[src/verilog/rmp_params.svh]
// Constants for the reset and mode-select pin controller.
// Summary of operation
// Power-on leaves reset pin as port pin.
// Enable bit makes sticky open-drain reset pin.
// External low on enabled pin resets device.
// Non-POR reset drives pin low 66 cycles.
// Reset cause recorded in status register.
// Pin reset always user; force needs mode-select.
// Mode-select input during POR or force reset.
// Pin is debug pin right after reset.
// Pull-up on while background enable is one.
// Background enable set by every reset.
// Mode-select high gives normal mode at release.
// Mode-select held low gives background mode.
// Each debug bit lasts 16 clock cycles.
// Brief driven-high speed-up pulses on debug pin.
// Internal clock source selected after reset.
`ifndef RMP_PARAMS_SVH
`define RMP_PARAMS_SVH
// Register byte offsets.
`define RMP_OFS_SYS_OPTS 8'h00
`define RMP_OFS_RST_CAUSE 8'h04
`define RMP_OFS_FORCE 8'h08
`define RMP_OFS_IRQ_STATUS 8'h0c
`define RMP_OFS_IRQ_MASK 8'h10
`define RMP_OFS_MODE 8'h14
// Field positions in system_options_one.
`define RMP_BIT_RESET_PIN_ENABLE 0
`define RMP_BIT_BKGDEN 1
`define RMP_BIT_CLKEXT 2
// Field positions in reset_cause_status.
`define RMP_BIT_C_POR 0
`define RMP_BIT_C_PIN 1
`define RMP_BIT_C_INT 2
`define RMP_BIT_C_FORCE 3
// Field positions in the interrupt status and mask.
`define RMP_BIT_I_PIN 0
`define RMP_BIT_I_INT 1
`define RMP_BIT_I_FORCE 2
`define RMP_BIT_I_BDC 3
// Field position of the force bit in debug_force_reset_register.
`define RMP_BIT_FORCE 0
// Field positions in the mode register.
`define RMP_BIT_M_BDM 0
`define RMP_BIT_M_RST 1
// Reset values.
`define RMP_RST_IRQ_MASK 4'h0
`define RMP_RST_CAUSE_POR 4'h1
// Timing counts in bus clock cycles.
`define RMP_DRIVE_CYC 66
`define RMP_POR_CYC 4
`define RMP_SETTLE_CYC 4
`define RMP_BIT_CYC 16
`define RMP_LOW_CYC 4
`define RMP_ZERO_CYC 12
`endif

[src/verilog/rmp_pkg.sv]
// Types shared by the reset and mode-select pin controller.
package rmp_pkg;
  // Reset sequencer states.
  typedef enum logic [1:0] {
    RMP_POR = 2'b00,
    RMP_RUN = 2'b01,
    RMP_DRIVE = 2'b10,
    RMP_SETTLE = 2'b11
  } rmp_seq_e;
  // Kind of the non power-on reset in progress.
  typedef enum logic [1:0] {
    RMP_C_PIN = 2'b00,
    RMP_C_INT = 2'b01,
    RMP_C_FORCE = 2'b10
  } rmp_cause_e;
  // Whole state of the controller.
  typedef struct packed {
    rmp_seq_e seq;
    logic [7:0] cnt;
    rmp_cause_e cause;
    logic reset_pin_enable;
    logic background_debug_pin_en;
    logic clk_ext;
    logic active_background_mode;
    logic [3:0] rcs;
    logic [3:0] irq_st;
    logic [3:0] irq_mask;
    logic ack;
    logic [31:0] rdat;
    logic rst_s1;
    logic rst_s2;
    logic ms_s1;
    logic ms_s2;
    logic tx_busy;
    logic tx_bit;
    logic [3:0] tx_cnt;
  } rmp_state_s;
endpackage : rmp_pkg

[src/verilog/rmp_ctrl.sv]
// Reset pin, mode-select pin and debug pin controller with Wishbone registers.
//
// Local design decisions: the register addresses and register access over Wishbone.
`timescale 1ns/1ps
`include "rmp_params.svh"
module rmp_ctrl (
  // Clock and power-on reset.
  input wire logic clk_i,
  input wire logic sys_rst_i,
  // Wishbone slave.
  input wire logic wb_cyc_i,
  input wire logic wb_stb_i,
  input wire logic wb_we_i,
  input wire logic [7:0] wb_adr_i,
  input wire logic [3:0] wb_sel_i,
  input wire logic [31:0] wb_dat_i,
  output logic [31:0] wb_dat_o,
  output logic wb_ack_o,
  // Reset requests from the rest of the chip and the debug controller.
  input wire logic int_rst_req_i,
  input wire logic bdc_cmd_active_i,
  // Reset-capable shared pin.
  input wire logic rst_pin_i,
  output logic rst_pin_o,
  output logic rst_pin_oe_n_o,
  output logic rst_pullup_o,
  // Port function of the reset-capable pin.
  input wire logic port_a_bit_five_i,
  input wire logic port_a_bit_five_drive_i,
  // Background debug and mode-select shared pin.
  input wire logic background_debug_pin_pin_i,
  output logic background_debug_pin_pin_o,
  output logic background_debug_pin_pin_oe_n_o,
  output logic background_debug_pin_pullup_o,
  output logic background_debug_pin_rx_o,
  // Alternate port or comparator function of the debug pin.
  input wire logic alt_out_i,
  input wire logic alt_drive_i,
  // Debug bit transmitter.
  input wire logic bdc_tx_valid_i,
  input wire logic bdc_tx_bit_i,
  output logic bdc_tx_ready_o,
  // System outputs.
  output logic core_rst_o,
  output logic bdm_o,
  output logic int_clk_sel_o,
  output logic irq_o
);

  // State held in one register, next value built in one process.
  rmp_pkg::rmp_state_s s;
  rmp_pkg::rmp_state_s next_s;
  // Bus request in its first cycle.
  logic bus_hit;
  // Bus write at the acknowledging edge.
  logic bus_wr;
  // Accepted debug force reset request.
  logic force_req;
  // Interrupt events and clears for this cycle.
  logic [3:0] irq_set;
  logic [3:0] irq_clr;

  // Power-on state: port pin, debug pin enabled, internal clock, hold.
  localparam rmp_pkg::rmp_state_s RMP_RST_STATE = '{
    seq: rmp_pkg::RMP_POR, cnt: 8'h00, cause: rmp_pkg::RMP_C_PIN,
    reset_pin_enable: 1'b0, background_debug_pin_en: 1'b1, clk_ext: 1'b0, active_background_mode: 1'b0,
    rcs: `RMP_RST_CAUSE_POR, irq_st: 4'h0, irq_mask: `RMP_RST_IRQ_MASK,
    ack: 1'b0, rdat: 32'h0000_0000, rst_s1: 1'b1, rst_s2: 1'b1,
    ms_s1: 1'b1, ms_s2: 1'b1, tx_busy: 1'b0, tx_bit: 1'b0,
    tx_cnt: 4'h0};

  // Compares the word address of the bus against a register offset.
  function automatic logic reg_at(input logic [7:0] adr,
                                  input logic [7:0] ofs);
    reg_at = (adr[7:2] == ofs[7:2]);
  endfunction

  // Transmitter may take a new bit only while running with the pin enabled.
  assign bdc_tx_ready_o = (s.seq == rmp_pkg::RMP_RUN) && s.background_debug_pin_en &&
                          !s.tx_busy;

  // Next-state logic for the bus, the sequencer and the transmitter.
  always_comb begin
    next_s = s;
    irq_set = 4'h0;
    irq_clr = 4'h0;
    bus_hit = wb_cyc_i && wb_stb_i && !s.ack;
    bus_wr = wb_cyc_i && wb_stb_i && s.ack && wb_we_i && wb_sel_i[0];
    // Both pins pass two flip-flops before anything looks at them.
    next_s.rst_s1 = rst_pin_i;
    next_s.rst_s2 = s.rst_s1;
    next_s.ms_s1 = background_debug_pin_pin_i;
    next_s.ms_s2 = s.ms_s1;
    // Every access is answered one cycle later, unmapped ones with zero.
    next_s.ack = bus_hit;
    if (bus_hit) begin
      next_s.rdat = 32'h0000_0000;
      if (reg_at(wb_adr_i, `RMP_OFS_SYS_OPTS)) begin
        next_s.rdat[`RMP_BIT_RESET_PIN_ENABLE] = s.reset_pin_enable;
        next_s.rdat[`RMP_BIT_BKGDEN] = s.background_debug_pin_en;
        next_s.rdat[`RMP_BIT_CLKEXT] = s.clk_ext;
      end else if (reg_at(wb_adr_i, `RMP_OFS_RST_CAUSE)) begin
        next_s.rdat[3:0] = s.rcs;
      end else if (reg_at(wb_adr_i, `RMP_OFS_IRQ_STATUS)) begin
        next_s.rdat[3:0] = s.irq_st;
      end else if (reg_at(wb_adr_i, `RMP_OFS_IRQ_MASK)) begin
        next_s.rdat[3:0] = s.irq_mask;
      end else if (reg_at(wb_adr_i, `RMP_OFS_MODE)) begin
        next_s.rdat[`RMP_BIT_M_BDM] = s.active_background_mode;
        next_s.rdat[`RMP_BIT_M_RST] = (s.seq != rmp_pkg::RMP_RUN);
      end
    end
    // Writes take effect at the edge where the master sees ack.
    if (bus_wr && reg_at(wb_adr_i, `RMP_OFS_SYS_OPTS)) begin
      // Once set, only power-on clears the enable, so a zero is ignored.
      if (wb_dat_i[`RMP_BIT_RESET_PIN_ENABLE]) begin
        next_s.reset_pin_enable = 1'b1;
      end
      next_s.background_debug_pin_en = wb_dat_i[`RMP_BIT_BKGDEN];
      next_s.clk_ext = wb_dat_i[`RMP_BIT_CLKEXT];
    end
    if (bus_wr && reg_at(wb_adr_i, `RMP_OFS_IRQ_STATUS)) begin
      irq_clr = wb_dat_i[3:0];
    end
    if (bus_wr && reg_at(wb_adr_i, `RMP_OFS_IRQ_MASK)) begin
      next_s.irq_mask = wb_dat_i[3:0];
    end
    // Force is honoured only behind an active background command.
    force_req = bus_wr && reg_at(wb_adr_i, `RMP_OFS_FORCE) &&
                wb_dat_i[`RMP_BIT_FORCE] && bdc_cmd_active_i;
    // Reset sequencer.
    unique case (s.seq)
      rmp_pkg::RMP_POR: begin
        if (s.cnt == 8'(`RMP_POR_CYC - 1)) begin
          next_s.seq = rmp_pkg::RMP_RUN;
          next_s.cnt = 8'h00;
          // Mode-select sampled at the release of power-on reset.
          next_s.active_background_mode = !s.ms_s2;
        end else begin
          next_s.cnt = s.cnt + 8'h01;
        end
      end
      rmp_pkg::RMP_RUN: begin
        // Pin reset wins over internal, internal over force.
        if (s.reset_pin_enable && !s.rst_s2) begin
          next_s.seq = rmp_pkg::RMP_DRIVE;
          next_s.cause = rmp_pkg::RMP_C_PIN;
          irq_set[`RMP_BIT_I_PIN] = 1'b1;
        end else if (int_rst_req_i) begin
          next_s.seq = rmp_pkg::RMP_DRIVE;
          next_s.cause = rmp_pkg::RMP_C_INT;
          irq_set[`RMP_BIT_I_INT] = 1'b1;
        end else if (force_req) begin
          next_s.seq = rmp_pkg::RMP_DRIVE;
          next_s.cause = rmp_pkg::RMP_C_FORCE;
          irq_set[`RMP_BIT_I_FORCE] = 1'b1;
        end
        next_s.cnt = 8'h00;
      end
      rmp_pkg::RMP_DRIVE: begin
        if (s.cnt == 8'(`RMP_DRIVE_CYC - 1)) begin
          next_s.seq = rmp_pkg::RMP_SETTLE;
          next_s.cnt = 8'h00;
          next_s.background_debug_pin_en = 1'b1;
          next_s.clk_ext = 1'b0;
          next_s.tx_busy = 1'b0;
          next_s.rcs = 4'h0;
          // Only one cause flag stands after each reset.
          unique case (s.cause)
            rmp_pkg::RMP_C_PIN: next_s.rcs[`RMP_BIT_C_PIN] = 1'b1;
            rmp_pkg::RMP_C_INT: next_s.rcs[`RMP_BIT_C_INT] = 1'b1;
            rmp_pkg::RMP_C_FORCE: next_s.rcs[`RMP_BIT_C_FORCE] = 1'b1;
            default: next_s.rcs[`RMP_BIT_C_INT] = 1'b1;
          endcase
        end else begin
          next_s.cnt = s.cnt + 8'h01;
        end
      end
      rmp_pkg::RMP_SETTLE: begin
        // The wait lets the released pin climb back through the syncs.
        if (s.cnt == 8'(`RMP_SETTLE_CYC - 1)) begin
          next_s.seq = rmp_pkg::RMP_RUN;
          next_s.cnt = 8'h00;
          // Only a force reset looks at mode-select; pin resets go user.
          next_s.active_background_mode = (s.cause == rmp_pkg::RMP_C_FORCE) &&
                       !s.ms_s2;
        end else begin
          next_s.cnt = s.cnt + 8'h01;
        end
      end
    endcase
    // Debug bit transmitter, one bit cell per 16 clock cycles.
    if (bdc_tx_ready_o && bdc_tx_valid_i) begin
      next_s.tx_busy = 1'b1;
      next_s.tx_bit = bdc_tx_bit_i;
      next_s.tx_cnt = 4'h0;
    end else if (s.tx_busy && s.seq == rmp_pkg::RMP_RUN) begin
      next_s.tx_cnt = s.tx_cnt + 4'h1;
      if (s.tx_cnt == 4'(`RMP_BIT_CYC - 1)) begin
        next_s.tx_busy = 1'b0;
        irq_set[`RMP_BIT_I_BDC] = 1'b1;
      end
    end
    // A new event beats a clear arriving in the same cycle.
    next_s.irq_st = (s.irq_st & ~irq_clr) | irq_set;
  end

  // State register; power-on reset loads the constant state.
  always_ff @(posedge clk_i or posedge sys_rst_i) begin
    if (sys_rst_i) begin
      s <= RMP_RST_STATE;
    end else begin
      s <= next_s;
    end
  end

  // Reset pin: port pin until enabled, then open-drain reset output.
  always_comb begin
    if (s.reset_pin_enable) begin
      rst_pin_o = 1'b0;
      rst_pin_oe_n_o = (s.seq != rmp_pkg::RMP_DRIVE);
    end else begin
      rst_pin_o = port_a_bit_five_i;
      rst_pin_oe_n_o = !port_a_bit_five_drive_i;
    end
  end

  // Debug pin: pseudo open-drain with a driven high pulse to speed edges.
  always_comb begin
    background_debug_pin_pin_o = 1'b0;
    background_debug_pin_pin_oe_n_o = 1'b1;
    if (!s.background_debug_pin_en) begin
      background_debug_pin_pin_o = alt_out_i;
      background_debug_pin_pin_oe_n_o = !alt_drive_i;
    end else if (s.tx_busy && s.seq == rmp_pkg::RMP_RUN) begin
      // A one ends its low phase early; a zero holds it longer.
      if (s.tx_cnt < 4'(`RMP_LOW_CYC)) begin
        background_debug_pin_pin_oe_n_o = 1'b0;
      end else if (s.tx_bit && s.tx_cnt == 4'(`RMP_LOW_CYC)) begin
        background_debug_pin_pin_o = 1'b1;
        background_debug_pin_pin_oe_n_o = 1'b0;
      end else if (!s.tx_bit && s.tx_cnt < 4'(`RMP_ZERO_CYC)) begin
        background_debug_pin_pin_oe_n_o = 1'b0;
      end else if (!s.tx_bit && s.tx_cnt == 4'(`RMP_ZERO_CYC)) begin
        background_debug_pin_pin_o = 1'b1;
        background_debug_pin_pin_oe_n_o = 1'b0;
      end
    end
  end

  // Plain outputs decoded from the state register.
  assign wb_ack_o = s.ack;
  assign wb_dat_o = s.rdat;
  assign rst_pullup_o = s.reset_pin_enable;
  assign background_debug_pin_pullup_o = s.background_debug_pin_en;
  assign background_debug_pin_rx_o = s.ms_s2;
  assign core_rst_o = (s.seq != rmp_pkg::RMP_RUN);
  assign bdm_o = s.active_background_mode;
  assign int_clk_sel_o = !s.clk_ext;
  assign irq_o = |(s.irq_st & s.irq_mask);

  // Helper that counts consecutive cycles of driven-low reset pin.
  logic [7:0] drv_len;
  always_ff @(posedge clk_i or posedge sys_rst_i) begin
    if (sys_rst_i) begin
      drv_len <= 8'h00;
    end else if (s.reset_pin_enable && !rst_pin_oe_n_o) begin
      drv_len <= drv_len + 8'h01;
    end else begin
      drv_len <= 8'h00;
    end
  end
endmodule // rmp_ctrl

[config.mk]
export PLATFORM = sky130hd
export DESIGN_NAME = rmp_ctrl
export DESIGN_NICKNAME = d
export VERILOG_FILES = /design/src/verilog/rmp_pkg.sv /design/src/verilog/rmp_ctrl.sv
export VERILOG_INCLUDE_DIRS = /design/src /design/src/verilog
export SDC_FILE = /design/constraint.sdc
export NUM_CORES = 1
export LEC_CHECK = 0
export BUFFER_PORTS_ARGS = -buffer_cell sky130_fd_sc_hd__buf_2
export CAP_MARGIN = 20
export CORE_UTILIZATION = 50
export DETAILED_ROUTE_END_ITERATION = 6
export HOLD_SLACK_MARGIN = 0.05
export PLACE_DENSITY = 0.81
export SKIP_LAST_GASP = 1
export SLEW_MARGIN = 10
export SYNTH_ARGS = -nofsm -noshare
export SYNTH_HDL_FRONTEND = slang
export SYNTH_SLANG_ARGS = --single-unit
[constraint.sdc]
create_clock -name clk_i -period 3 [get_ports clk_i]
set_input_delay 0.6 -clock clk_i [delete_from_list [all_inputs] [get_ports clk_i]]
set_output_delay 0.6 -clock clk_i [all_outputs]
set_load 0.05 [all_outputs]
**Word level (Yosys, flattened, before mapping)**

Index checks and enable logic that the tools add are counted.

- Register bits: 43
- Input bits: 59

- $add $sub $neg: 2
- Order comparisons: 2
- Equal/unequal tests: 21
- Mux-type cells: 57
- Bitwise logic cells: 4
- Reductions and logical operators: 42

Operators by type and width:

| operator | count |
|---|---|
| $mux 1 | 32 |
| $pmux 10 s3 | 1 |
| $mux 2 | 14 |
| $logic_and 1x1->1 | 20 |
| $mux 4 | 5 |
| $mux 8 | 2 |
| $eq 6x2->1 const B | 2 |
| $eq 6x3->1 const B | 2 |
| $add 8x1->8 const B | 1 |
| $and 4x4->4 | 2 |
| $eq 4x4->1 const B | 2 |
| $eq 8x2->1 const B | 1 |
| $eq 8x7->1 const B | 1 |
| $logic_not 1->1 | 8 |
| $ne 2x2->1 const B | 4 |
| $eq 2x2->1 const B | 3 |
| $eq 6x1->1 const B | 1 |
| $logic_not 6->1 | 1 |
| $mux 3 | 2 |
| $reduce_and 2->1 | 3 |
| $reduce_and 3->1 | 2 |
| $add 4x1->4 const B | 1 |
| $eq 4x3->1 const B | 1 |
| $logic_not 2->1 | 2 |
| other kinds (12) | 15 |

**Logic depth before layout (Yosys ltp)**

Gate-level depths: netlist of run 1.

- Depth in word-level cells: 12
- Gate-level depth with buffers: 6

**Worst setup path before layout of run 1**

Ideal clock, no wire load.

- Path kind: reg2out
- From: register s, in the netlist background_debug_pin_pullup_o
- To: output background_debug_pin_pin_o
- Data arrival time: 2.112 ns
- Data required time: 2.400 ns
- Slack: 0.288 ns
- Cell stages (with the launch flop): 3
- Cells stage by stage: dfstp_2 -> nand2_1 -> o32ai_1

- Longest elaborated chain between the ends: 1

RTL lines:

| item | RTL line | text |
|---|---|---|
| start, declared | rmp_ctrl.sv:51 | `rmp_pkg::rmp_state_s s;` |
| start signal, assigned | rmp_ctrl.sv:213 | `s <= next_s;` |
| $mux 1 | rmp_ctrl.sv:232 | `if (!s.background_debug_pin_en) begin` |
| end, declared | rmp_ctrl.sv:32 | `output logic background_debug_pin_pin_o,` |

Every way passes these cells.

**Worst setup path in the final report of run 1**

- From: register s[70] (netlist bit)
- To: output background_debug_pin_pin_oe_n_o

- Longest elaborated chain between the ends: 4

RTL lines:

| item | RTL line | text |
|---|---|---|
| $eq 2x1->1 | rmp_ctrl.sv:235 | `end else if (s.tx_busy && s.seq == rmp_pkg::RMP_RUN) begin` |
| $logic_and 1x1->1 | rmp_ctrl.sv:235 |  |
| $mux 1 | rmp_ctrl.sv:235 |  |
| $mux 1 | rmp_ctrl.sv:232 |  |
| end, declared | rmp_ctrl.sv:33 | `output logic background_debug_pin_pin_oe_n_o,` |

Every way passes these cells.

==> results of run 1 <==
[worst max-delay path: cells and delay by family, from the launching register on]
kind / cells / cell delay [ns]
AND/OR/NAND/NOR: 2 / 0.21
buffers and inverters: 3 / 0.55
adder cells (fa/ha/maj): 1 / 0.18
multiplexers: 1 / 0.17
flip-flops: 1 / 0.40
[power breakdown]
group	leakage (uW)	internal [uW]	total (uW)	switching [uW]
Sequential	0.000537	660	750	90.5
Clock	0.0000612	269	465	196
Combinational	0.000747	241	731	490
[sequential cells by signal, summed over array words and instances (netlist names)]
| register | cells |
|---|---|
| background_debug_pin_pullup_o | 1 |
| wb_ack_o | 1 |
| wb_dat_o | 4 |
| next_s | 2 |
| s | 32 |
| bdm_o | 1 |
| background_debug_pin_rx_o | 1 |
| rst_pullup_o | 1 |
[logic make-up (layout without fill, tap and decap cells)]
logic type,count (synthesis),count (layout)
DFF,43,43
AOI/OAI and AO/OA,44,44
buffers and inverters,53,67
xor gates and xnor gates,7,7
and+or+nand+nor,82,82
other,1,28
adders and majority gates,10,10
muxes,14,14
[stage by stage]
| stage | total power (uW) | area, sq um | util | hold WS (ns) |
|---|---|---|---|---|
| global placement | 1460 | 2650 | 0.554 | 0.346 |
| floorplan | 1350 | 2610 | - | 0.345 |
| finish | 1950 | 2770 | 0.579 | 0.353 |
| global route | 2060 | 2770 | 0.579 | 0.364 |
| CTS | 1960 | 2770 | 0.579 | 0.359 |
| detailed placement | 1490 | 2650 | 0.554 | 0.347 |
[path summary, 6_finish.rpt]
path,startpoint,endpoint,slack (ns),cells after the start
max,s[70],background_debug_pin_pin_oe_n_o,0.60,7
min,next_s[6],background_debug_pin_rx_o,0.35,0
max reg2reg,s[61],s[70],1.01,5
min reg2reg,next_s[6],background_debug_pin_rx_o,0.35,0
max in group asynchronous,sys_rst_i,next_s[6],2.20,3
min in group asynchronous,sys_rst_i,s[4],0.42,3
[cells in the mapped netlist (all sizes together) (2+ instances only)]
master	count	share of area
dfrtp	37	0.37
buf	34	0.10
nand2	22	0.033
nor2	20	0.030
inv	15	0.022
o21ai	10	0.020
ha	9	0.045
mux2	8	0.036
nand3	7	0.014
a31oi	6	0.015
dfstp	6	0.063
mux2i	6	0.024
nand2b	5	0.012
nand4	5	0.012
nor2b	5	0.012
a21oi	4	0.0080
a22o	4	0.014
and4	4	0.014
clkbuf	4	0.0060
xnor2	4	0.014
a211oi	3	0.011
a32o	3	0.012
nor4	3	0.016
xor2	3	0.010
a21o	2	0.0060
a22oi	2	0.0060
and2	2	0.0050
and4b	2	0.0080
nor3	2	0.0040
o21bai	2	0.0075
o31ai	2	0.0060
[cells in the final DEF (no fill, tap or decap), types with 3 or more instances in the layout]
master    netlist  final
a21oi_1         4      4
and4_1          4      4
nand4_1         5      5
inv_1          15     15
nand2_1        22     22
xor2_1          3      3
ha_1            9      9
a31oi_1         6      6
a32o_1          3      3
dfrtp_1        37     37
o21ai_0         9      9
nand3_1         7      7
mux2i_1         6      6
dfstp_2         6      6
a22o_1          4      4
buf_2           2     42
nand2b_1        5      5
mux2_2          8      8
clkbuf_8        0      6
nor2_1         20     20
conb_1          1     28
nor2b_1         5      5
xnor2_1         4      4
[routing by layer]
metal  global-route usage  vias to the layer above
li1                     -                      904
met1                0.266                      883
met2                0.300                       73
met3               0.0483                       10
met4               0.0741                        0
met5                    0                        -
[layout make-up]
class	count	area share
Multi-Input combinational cell	185	0.435
Sequential cell	43	0.391
Timing Repair Buffer	44	0.0813
Tap cell	67	0.0303
Clock buffer	6	0.0298
Inverter	15	0.0203
Clock inverter	2	0.0126
==> results.py, run 1 <==
metrics = {
    "grt": {
        "grt_antenna_before_repair": 0,
        "grt_max_degree": 44,
        "grt_pass1_vias": 1647,
        "grt_overflow": 0,
        "track_usage": 0.195,
        "grt_pass1_wl_um": 7870,
    },
    "worst_setup_path": {
        "max_stage_delay_ns": 0.40,
        "worstPathRequired_ns": 2.40,
        "start_kind": "flip-flop",
        "endpoint_kind": "output port",
        "cpMaxStageDelayCell": "dfrtp_1",
        "crit_chain": "inv_1 -> ha_1 -> buf_4 -> nand2_1 -> nor2_1 -> mux2i_1 -> buf_2",
        "crit_type": "reg -> out",
        "arrival_ns": 1.80,
        "path_max_fanout": 13,
    },
    "synthesis": {
        "synth_top_family_by_area": "simple AND/OR/NAND/NOR gates",
        "synth_xor_area_frac": 0.0245,
        "synth.distinct_cells": 50,
        "yosys_warnings": 0,
        "synthSimpleGateAreaFrac": 0.178,
        "netlist_instances": 254,
        "synth-seq-area-share": 0.432,
        "ys.flop_type": "dfrtp_1",
        "syn_avg_cell_area_sq_um": 9.87,
        "yosys.area_share.adder": 0.0489,
        "async_flop_share": 1.00,
        "synthMuxAreaShare": 0.0599,
        "synth_compound_area_frac": 0.127,
        "netlist_area_sq_mm": 0.00251,
        "synth_edf_count": 0,
        "ys_ff_latch": 43,
    },
    "clock_tree": {
        "ctsHoldBuffers": 0,
        "cts_resized": 0,
        "h-tree-depth": 2,
        "cts_tree": "built",
        "cts_root_buf": "clkbuf_8",
        "path_clk_slew_ns": 0.08,
        "clkLatencyLatePin_ns": 0.30,
        "postCtsSetupRepairBufs": 0,
        "cts_buffers": 5,
        "clock_path_buffers": 2,
        "clkSinkCount": 43,
    },
    "layout": {
        "fillCellCount": 428,
        "n_antenna_cell": 0,
        "seqCellArea_sq_mm": 0.00108,
        "drive_gt1_frac": 0.254,
        "stdcell_count": 362,
        "multi_input_area_sq_mm": 0.00120,
        "nNetsFinal": 362,
        "syn_to_final_growth_pct": 10.5,
    },
    "status": {
        "outcome": "finished clean",
    },
    "sta": {
        "period_share": 0.801,
        "fmax_ghz": 0.416,
        "fin_tns_setup_ns": 0,
        "slew_headroom": 0.663,
        "tightestPinTransition_ns": 0.492,
        "layout_setup_ws_ns": 0.597,
        "min_period_ns": 2.40,
        "final-max-slew-violation-count": 0,
        "setup_viol": 0,
        "hold_violations": 0,
        "fin_skew_ns": 0.00858,
        "rsz0062_at_grt": "no",
    },
    "drt": {
        "ant_nets": 0,
        "m1WireLength_um": 2180,
        "route.met2.wl_um": 2300,
        "vias": 1870,
        "first_pass_iters": 4,
        "drt-vias-per-instance": 5.17,
        "post_drt_wl_per_cell_um": 13.3,
        "wl_met3_um": 248,
        "top_layer_used": "met4",
        "drt_iter0_markers": 111,
        "wl_um": 4830,
        "drc_errors": 0,
    },
    "floorplanning": {
        "die_x_um": 72.8,
        "io_pins": 104,
        "start_util": 0.524,
        "dieArea_sq_mm": 0.00530,
        "core_area_sq_mm": 0.00479,
        "die_y_um": 72.8,
        "rows": 25,
    },
    "place": {
        "place_inst": 354,
        "dpl.hpwl_um": 3690,
        "io_buffer_count": 42,
        "gp_congestion": 0.863,
        "preCtsSetupSlack_ns": 0.754,
    },
    "flow_run": {
        "maxCapViolCount": 0,
    },
    "power": {
        "pwr_density_cell_mw_per_mm2": 702,
        "p_leak_uw": 0.00134,
        "vdd_drop_max_mv": 0.441,
    },
    "min_path": {
        "hold_path.class": "reg -> reg",
    },
}
Power figures use the tool's default switching activity.
==> run 2: changes to the inputs <==
--- a/config.mk
+++ b/config.mk
@@ -8,10 +8,10 @@
 export LEC_CHECK = 0
 export BUFFER_PORTS_ARGS = -buffer_cell sky130_fd_sc_hd__buf_2
 export CAP_MARGIN = 20
-export CORE_UTILIZATION = 50
+export CORE_UTILIZATION = 48
 export DETAILED_ROUTE_END_ITERATION = 6
 export HOLD_SLACK_MARGIN = 0.05
-export PLACE_DENSITY = 0.81
+export PLACE_DENSITY = 0.78
 export SKIP_LAST_GASP = 1
 export SLEW_MARGIN = 10
 export SYNTH_ARGS = -nofsm -noshare
==> constraint.sdc (replaced) <==
create_clock -name clk_i -period 2.3 [get_ports clk_i]
set_input_delay 0.46 -clock clk_i [delete_from_list [all_inputs] [get_ports clk_i]]
set_output_delay 0.46 -clock clk_i [all_outputs]
set_load 0.05 [all_outputs]
==> results.py, run 2 (same netlist as run 1, synthesis figures left out) <==
metrics = {
    "worst_setup_path": {
        "arrival_ns": 1.74,
        "r2r_slack_ns": 0.24,
        "r2r_cells": 5,
        "critPathLaunch": "s[0]",
        "start_kind": "flip-flop",
        "path_buf_inv": 2,
        "crit_chain": "inv_1 -> ha_1 -> nor2b_1 -> maj3_1 -> nor2_1 -> mux2i_1 -> buf_2",
        "rr_endpoint": "s[70]",
        "max_stage_delay_ns": 0.42,
        "critical-path-top-delay-family": "adder cells",
        "path_max_fanout": 5,
        "worstPathRequired_ns": 1.84,
        "crit_type": "reg -> out",
        "regToRegStartpoint": "s[61]",
        "endpoint_kind": "output port",
        "cpMaxStageDelayCell": "dfrtp_1",
    },
    "layout": {
        "seqCellArea_sq_mm": 0.00108,
        "nNetsFinal": 364,
        "syn_to_final_growth_pct": 11.1,
        "multi_input_area_sq_mm": 0.00121,
        "final_common_cell": "buf_2",
        "final_cell_mix": "buf_2 (41), dfrtp_1 (37), conb_1 (28), nand2_1 (22), nor2_1 (20)",
        "n_antenna_cell": 0,
        "fillCellCount": 448,
        "drive_gt1_frac": 0.259,
        "largest_reg_flops": 32,
        "largest-register": "s",
    },
    "sta": {
        "period_share": 0.956,
        "final-max-slew-violation-count": 0,
        "fin_tns_setup_ns": 0,
        "setup_viol": 0,
        "min_period_ns": 2.20,
        "fin_skew_ns": 0.0109,
        "tightestPinTransition_ns": 0.528,
        "hold_violations": 0,
        "fmax_ghz": 0.455,
        "slew_headroom": 0.648,
        "rsz0062_at_grt": "no",
    },
    "clock_tree": {
        "ctsHoldBuffers": 0,
        "h-tree-depth": 2,
        "clkLatencyLatePin_ns": 0.30,
        "cts_root_buf": "clkbuf_8",
        "clock_path_buffers": 2,
        "cts_tree": "built",
        "cts_buffers": 5,
        "path_clk_slew_ns": 0.08,
        "clkSinkCount": 43,
    },
    "floorplanning": {
        "die_x_um": 74.3,
        "start_util": 0.514,
        "rows": 25,
        "core_area_sq_mm": 0.00488,
        "die_y_um": 74.3,
        "dieArea_sq_mm": 0.00552,
        "io_pins": 104,
    },
    "drt": {
        "ant_nets": 0,
        "wl_um": 5150,
        "drt-vias-per-instance": 5.26,
        "drt_iter0_markers": 96,
        "post_drt_wl_per_cell_um": 14.1,
        "vias": 1914,
        "first_pass_iters": 4,
        "drc_errors": 0,
    },
    "grt": {
        "grt_pass1_wl_um": 8310,
        "grt_pass1_vias": 1739,
        "grt_antenna_before_repair": 0,
        "grt_overflow": 0,
        "grt_max_degree": 44,
        "track_usage": 0.202,
    },
    "place": {
        "dpl.hpwl_um": 3810,
        "gp_congestion": 0.947,
        "io_buffer_count": 42,
    },
    "power": {
        "power.total_uw": 2530,
        "pwr_density_cell_mw_per_mm2": 908,
        "p_leak_uw": 0.00135,
        "vdd_drop_max_mv": 0.487,
    },
    "min_path": {
        "hold_path.class": "in -> reg",
        "hold_start": "background_debug_pin_pin_i",
        "hold_end": "next_s[6]",
        "min_path_cells": 1,
    },
    "flow_run": {
        "maxCapViolCount": 0,
    },
    "status": {
        "outcome": "finished clean",
    },
}
[run 2: cell types whose count changed in the layout (fill, tap and decap cells not counted), sizes merged]
cell	change
clkinv	-1
clkbuf	+2
buf	+1
[run 2: layout make-up]
class	instances	share of cell area
clock buffers	7	0.0274
clock inverters	1	0.0108
inverters	15	0.0202
repair buffers	46	0.0871
well taps	67	0.0301
multi-input cells	185	0.436
flip-flops and latches	43	0.389
[run 2: worst reg2reg max path: stages (launching register included)]
cell and delay [ns]:
dfrtp_1 0.41, ha_1 0.23, nor4b_1 0.41, a21oi_1 0.20, a211oi_2 0.34, mux2_2 0.37
[run 2: power breakdown]
part | switching [uW] | internal [uW] | leakage (uW) | total (uW)
sequential | 117 | 860 | 0.000537 | 978
clock | 251 | 325 | 0.0000524 | 576
combinational | 652 | 325 | 0.000758 | 977
total | 1020 | 1510 | 0.00135 | 2530
[run 2: timing repair]
action	in CTS	in global routing
gates resized for setup	0	2
setup endpoints to repair	0	1
buffers inserted	0	0
[run 2: worst max-delay path by stage]
stage                                       to  slack, ns  cells past startpoint
2_1_floorplan  background_debug_pin_pin_oe_n_o       0.04                      6
3_3_place_gp                             s[70]       0.33                      5
3_5_place_dp                             s[70]       0.28                      5
4_1_cts             background_debug_pin_pin_o       0.07                      5
5_1_grt        background_debug_pin_pin_oe_n_o       0.02                      7
6_report       background_debug_pin_pin_oe_n_o       0.10                      7
[run 2: metal layers]
layer | routed length (um) | global-route usage | share of wire | up-vias
li1 | - | - | - | 913
met1 | 2180 | 0.261 | 0.42 | 916
met2 | 2550 | 0.326 | 0.50 | 75
met3 | 339 | 0.0488 | 0.066 | 10
met4 | 77 | 0.0860 | 0.015 | 0
met5 | 0 | 0 | 0 | -
[run 2: stage by stage]
step	util	setup WS [ns]	hold WS (ns)	instance area, sq um	std cells
2_1_floorplan	-	0.0421	0.345	2620	281
3_3_place_gp	0.548	0.333	0.346	2680	356
3_5_place_dp	0.548	0.285	0.349	2680	356
4_1_cts	0.570	0.0689	0.251	2780	364
5_1_grt	0.571	0.0180	0.248	2790	364
6_report	0.571	0.102	0.256	2790	364
==> run 3: changes to the inputs <==
--- a/config.mk
+++ b/config.mk
@@ -11,7 +11,7 @@
 export CORE_UTILIZATION = 48
 export DETAILED_ROUTE_END_ITERATION = 6
 export HOLD_SLACK_MARGIN = 0.05
-export PLACE_DENSITY = 0.78
+export PLACE_DENSITY = 0.8
 export SKIP_LAST_GASP = 1
 export SLEW_MARGIN = 10
 export SYNTH_ARGS = -nofsm -noshare
==> results.py, run 3 (same netlist as run 1, synthesis figures left out) <==
metrics = {
    "clock_tree": {
        "cts_tree": "built",
        "clkLatencyLatePin_ns": 0.30,
        "cts_buffers": 5,
        "path_clk_slew_ns": 0.09,
        "clkSinkCount": 43,
        "ctsHoldBuffers": 0,
        "h-tree-depth": 2,
        "cts_root_buf": "clkbuf_8",
        "clock_path_buffers": 2,
    },
    "power": {
        "vdd_drop_max_mv": 0.415,
        "power.total_uw": 2570,
        "p_leak_uw": 0.00136,
        "pwr_density_cell_mw_per_mm2": 915,
    },
    "worst_setup_path": {
        "crit_type": "reg -> out",
        "arrival_ns": 1.75,
        "path_max_fanout": 4,
        "start_kind": "flip-flop",
        "worstPathRequired_ns": 1.84,
        "endpoint_kind": "output port",
    },
    "layout": {
        "largest_reg_flops": 32,
        "fillCellCount": 453,
        "drive_gt1_frac": 0.271,
        "final_common_cell": "buf_2",
        "syn_to_final_growth_pct": 12.1,
        "nNetsFinal": 366,
        "n_antenna_cell": 0,
        "final_cell_mix": "buf_2 (40), dfrtp_1 (37), conb_1 (28), nand2_1 (22), nor2_1 (20)",
        "largest-register": "s",
    },
    "sta": {
        "hold_ws_ns": 0.249,
        "period_share": 0.962,
        "slew_headroom": 0.649,
        "fmax_ghz": 0.452,
        "rsz0062_at_grt": "yes",
        "tightestPinTransition_ns": 0.527,
        "min_period_ns": 2.21,
        "setup_viol": 0,
        "final-max-slew-violation-count": 0,
        "hold_violations": 0,
        "fin_skew_ns": 0.00888,
    },
    "place": {
        "gp_congestion": 0.915,
        "io_buffer_count": 42,
        "dpl.hpwl_um": 3720,
    },
    "drt": {
        "wl_um": 5080,
        "drt-vias-per-instance": 5.23,
        "drt_iter0_markers": 99,
        "vias": 1914,
        "first_pass_iters": 4,
        "post_drt_wl_per_cell_um": 13.9,
        "drc_errors": 0,
        "ant_nets": 0,
    },
    "floorplanning": {
        "rows": 25,
        "start_util": 0.514,
        "die_y_um": 74.3,
        "die_x_um": 74.3,
        "io_pins": 104,
        "dieArea_sq_mm": 0.00552,
        "core_area_sq_mm": 0.00488,
    },
    "grt": {
        "grt_overflow": 0,
        "grt_max_degree": 44,
        "grt_pass1_vias": 1708,
        "track_usage": 0.194,
        "grt_pass1_wl_um": 8010,
        "grt_antenna_before_repair": 0,
    },
    "status": {
        "outcome": "finished clean",
    },
    "min_path": {
        "hold_path.class": "in -> reg",
    },
    "flow_run": {
        "maxCapViolCount": 0,
    },
}
[run 3: critical path, stage by stage, from the launching register on]
cell and delay, ns:
dfrtp_1 0.43, inv_1 0.07, ha_1 0.15, nor2b_1 0.06, maj3_1 0.37, nor2_1 0.10
mux2i_1 0.08, buf_4 0.19
[run 3: power by group]
| group | switching [uW] | internal, uW | total (uW) |
|---|---|---|---|
| clock | 264 | 323 | 587 |
| sequential | 117 | 860 | 977 |
| combinational | 656 | 352 | 1010 |
| total | 1040 | 1540 | 2570 |
[run 3: worst paths after layout]
check | from | to | slack [ns] | cells past startpoint
max | s[0] | background_debug_pin_pin_oe_n_o | 0.09 | 7
min | rst_pin_i | next_s[8] | 0.25 | 1
max reg2reg | s[61] | s[70] | 0.38 | 5
min reg2reg | next_s[6] | background_debug_pin_rx_o | 0.35 | 0
max in group asynchronous | sys_rst_i | next_s[6] | 1.65 | 3
min in group asynchronous | sys_rst_i | s[3] | 0.27 | 3
[run 3: area by class of cell]
cell class                 count  area [sq um]  share of cell area
clock buffer                   5          68.8              0.0245
clock inverter                 3          43.8              0.0156
inverter                      15          56.3              0.0200
multi-input combinational    185          1210               0.432
sequential                    43          1080               0.386
tap                           67          83.8              0.0298
timing repair buffer          48           260              0.0926
[run 3: timing repair]
item                       4_1_cts  5_1_grt
resized for setup                0        5
buffers inserted                 0        2
setup endpoints to repair        0        3
[run 3: layer usage]
metal  up-vias  GRT usage  part of all wire
li1        919          -                 -
met1       909      0.257              0.44
met2        75      0.302              0.48
met3        11     0.0488             0.058
met4         0     0.0881             0.019
met5         -          0                 0
[run 3: per-stage QoR]
stage / utilization / cell area [sq um] / TNS, ns / setup WS [ns] / instances
after floorplan: - / 2620 / 0 / 0.0421 / 281
after global routing: 0.576 / 2810 / -0.00489 / -0.00489 / 366
after detailed placement: 0.548 / 2680 / 0 / 0.312 / 356
after global placement: 0.548 / 2680 / 0 / 0.337 / 356
after CTS: 0.571 / 2790 / 0 / 0.00458 / 364
final: 0.576 / 2810 / 0 / 0.0882 / 366
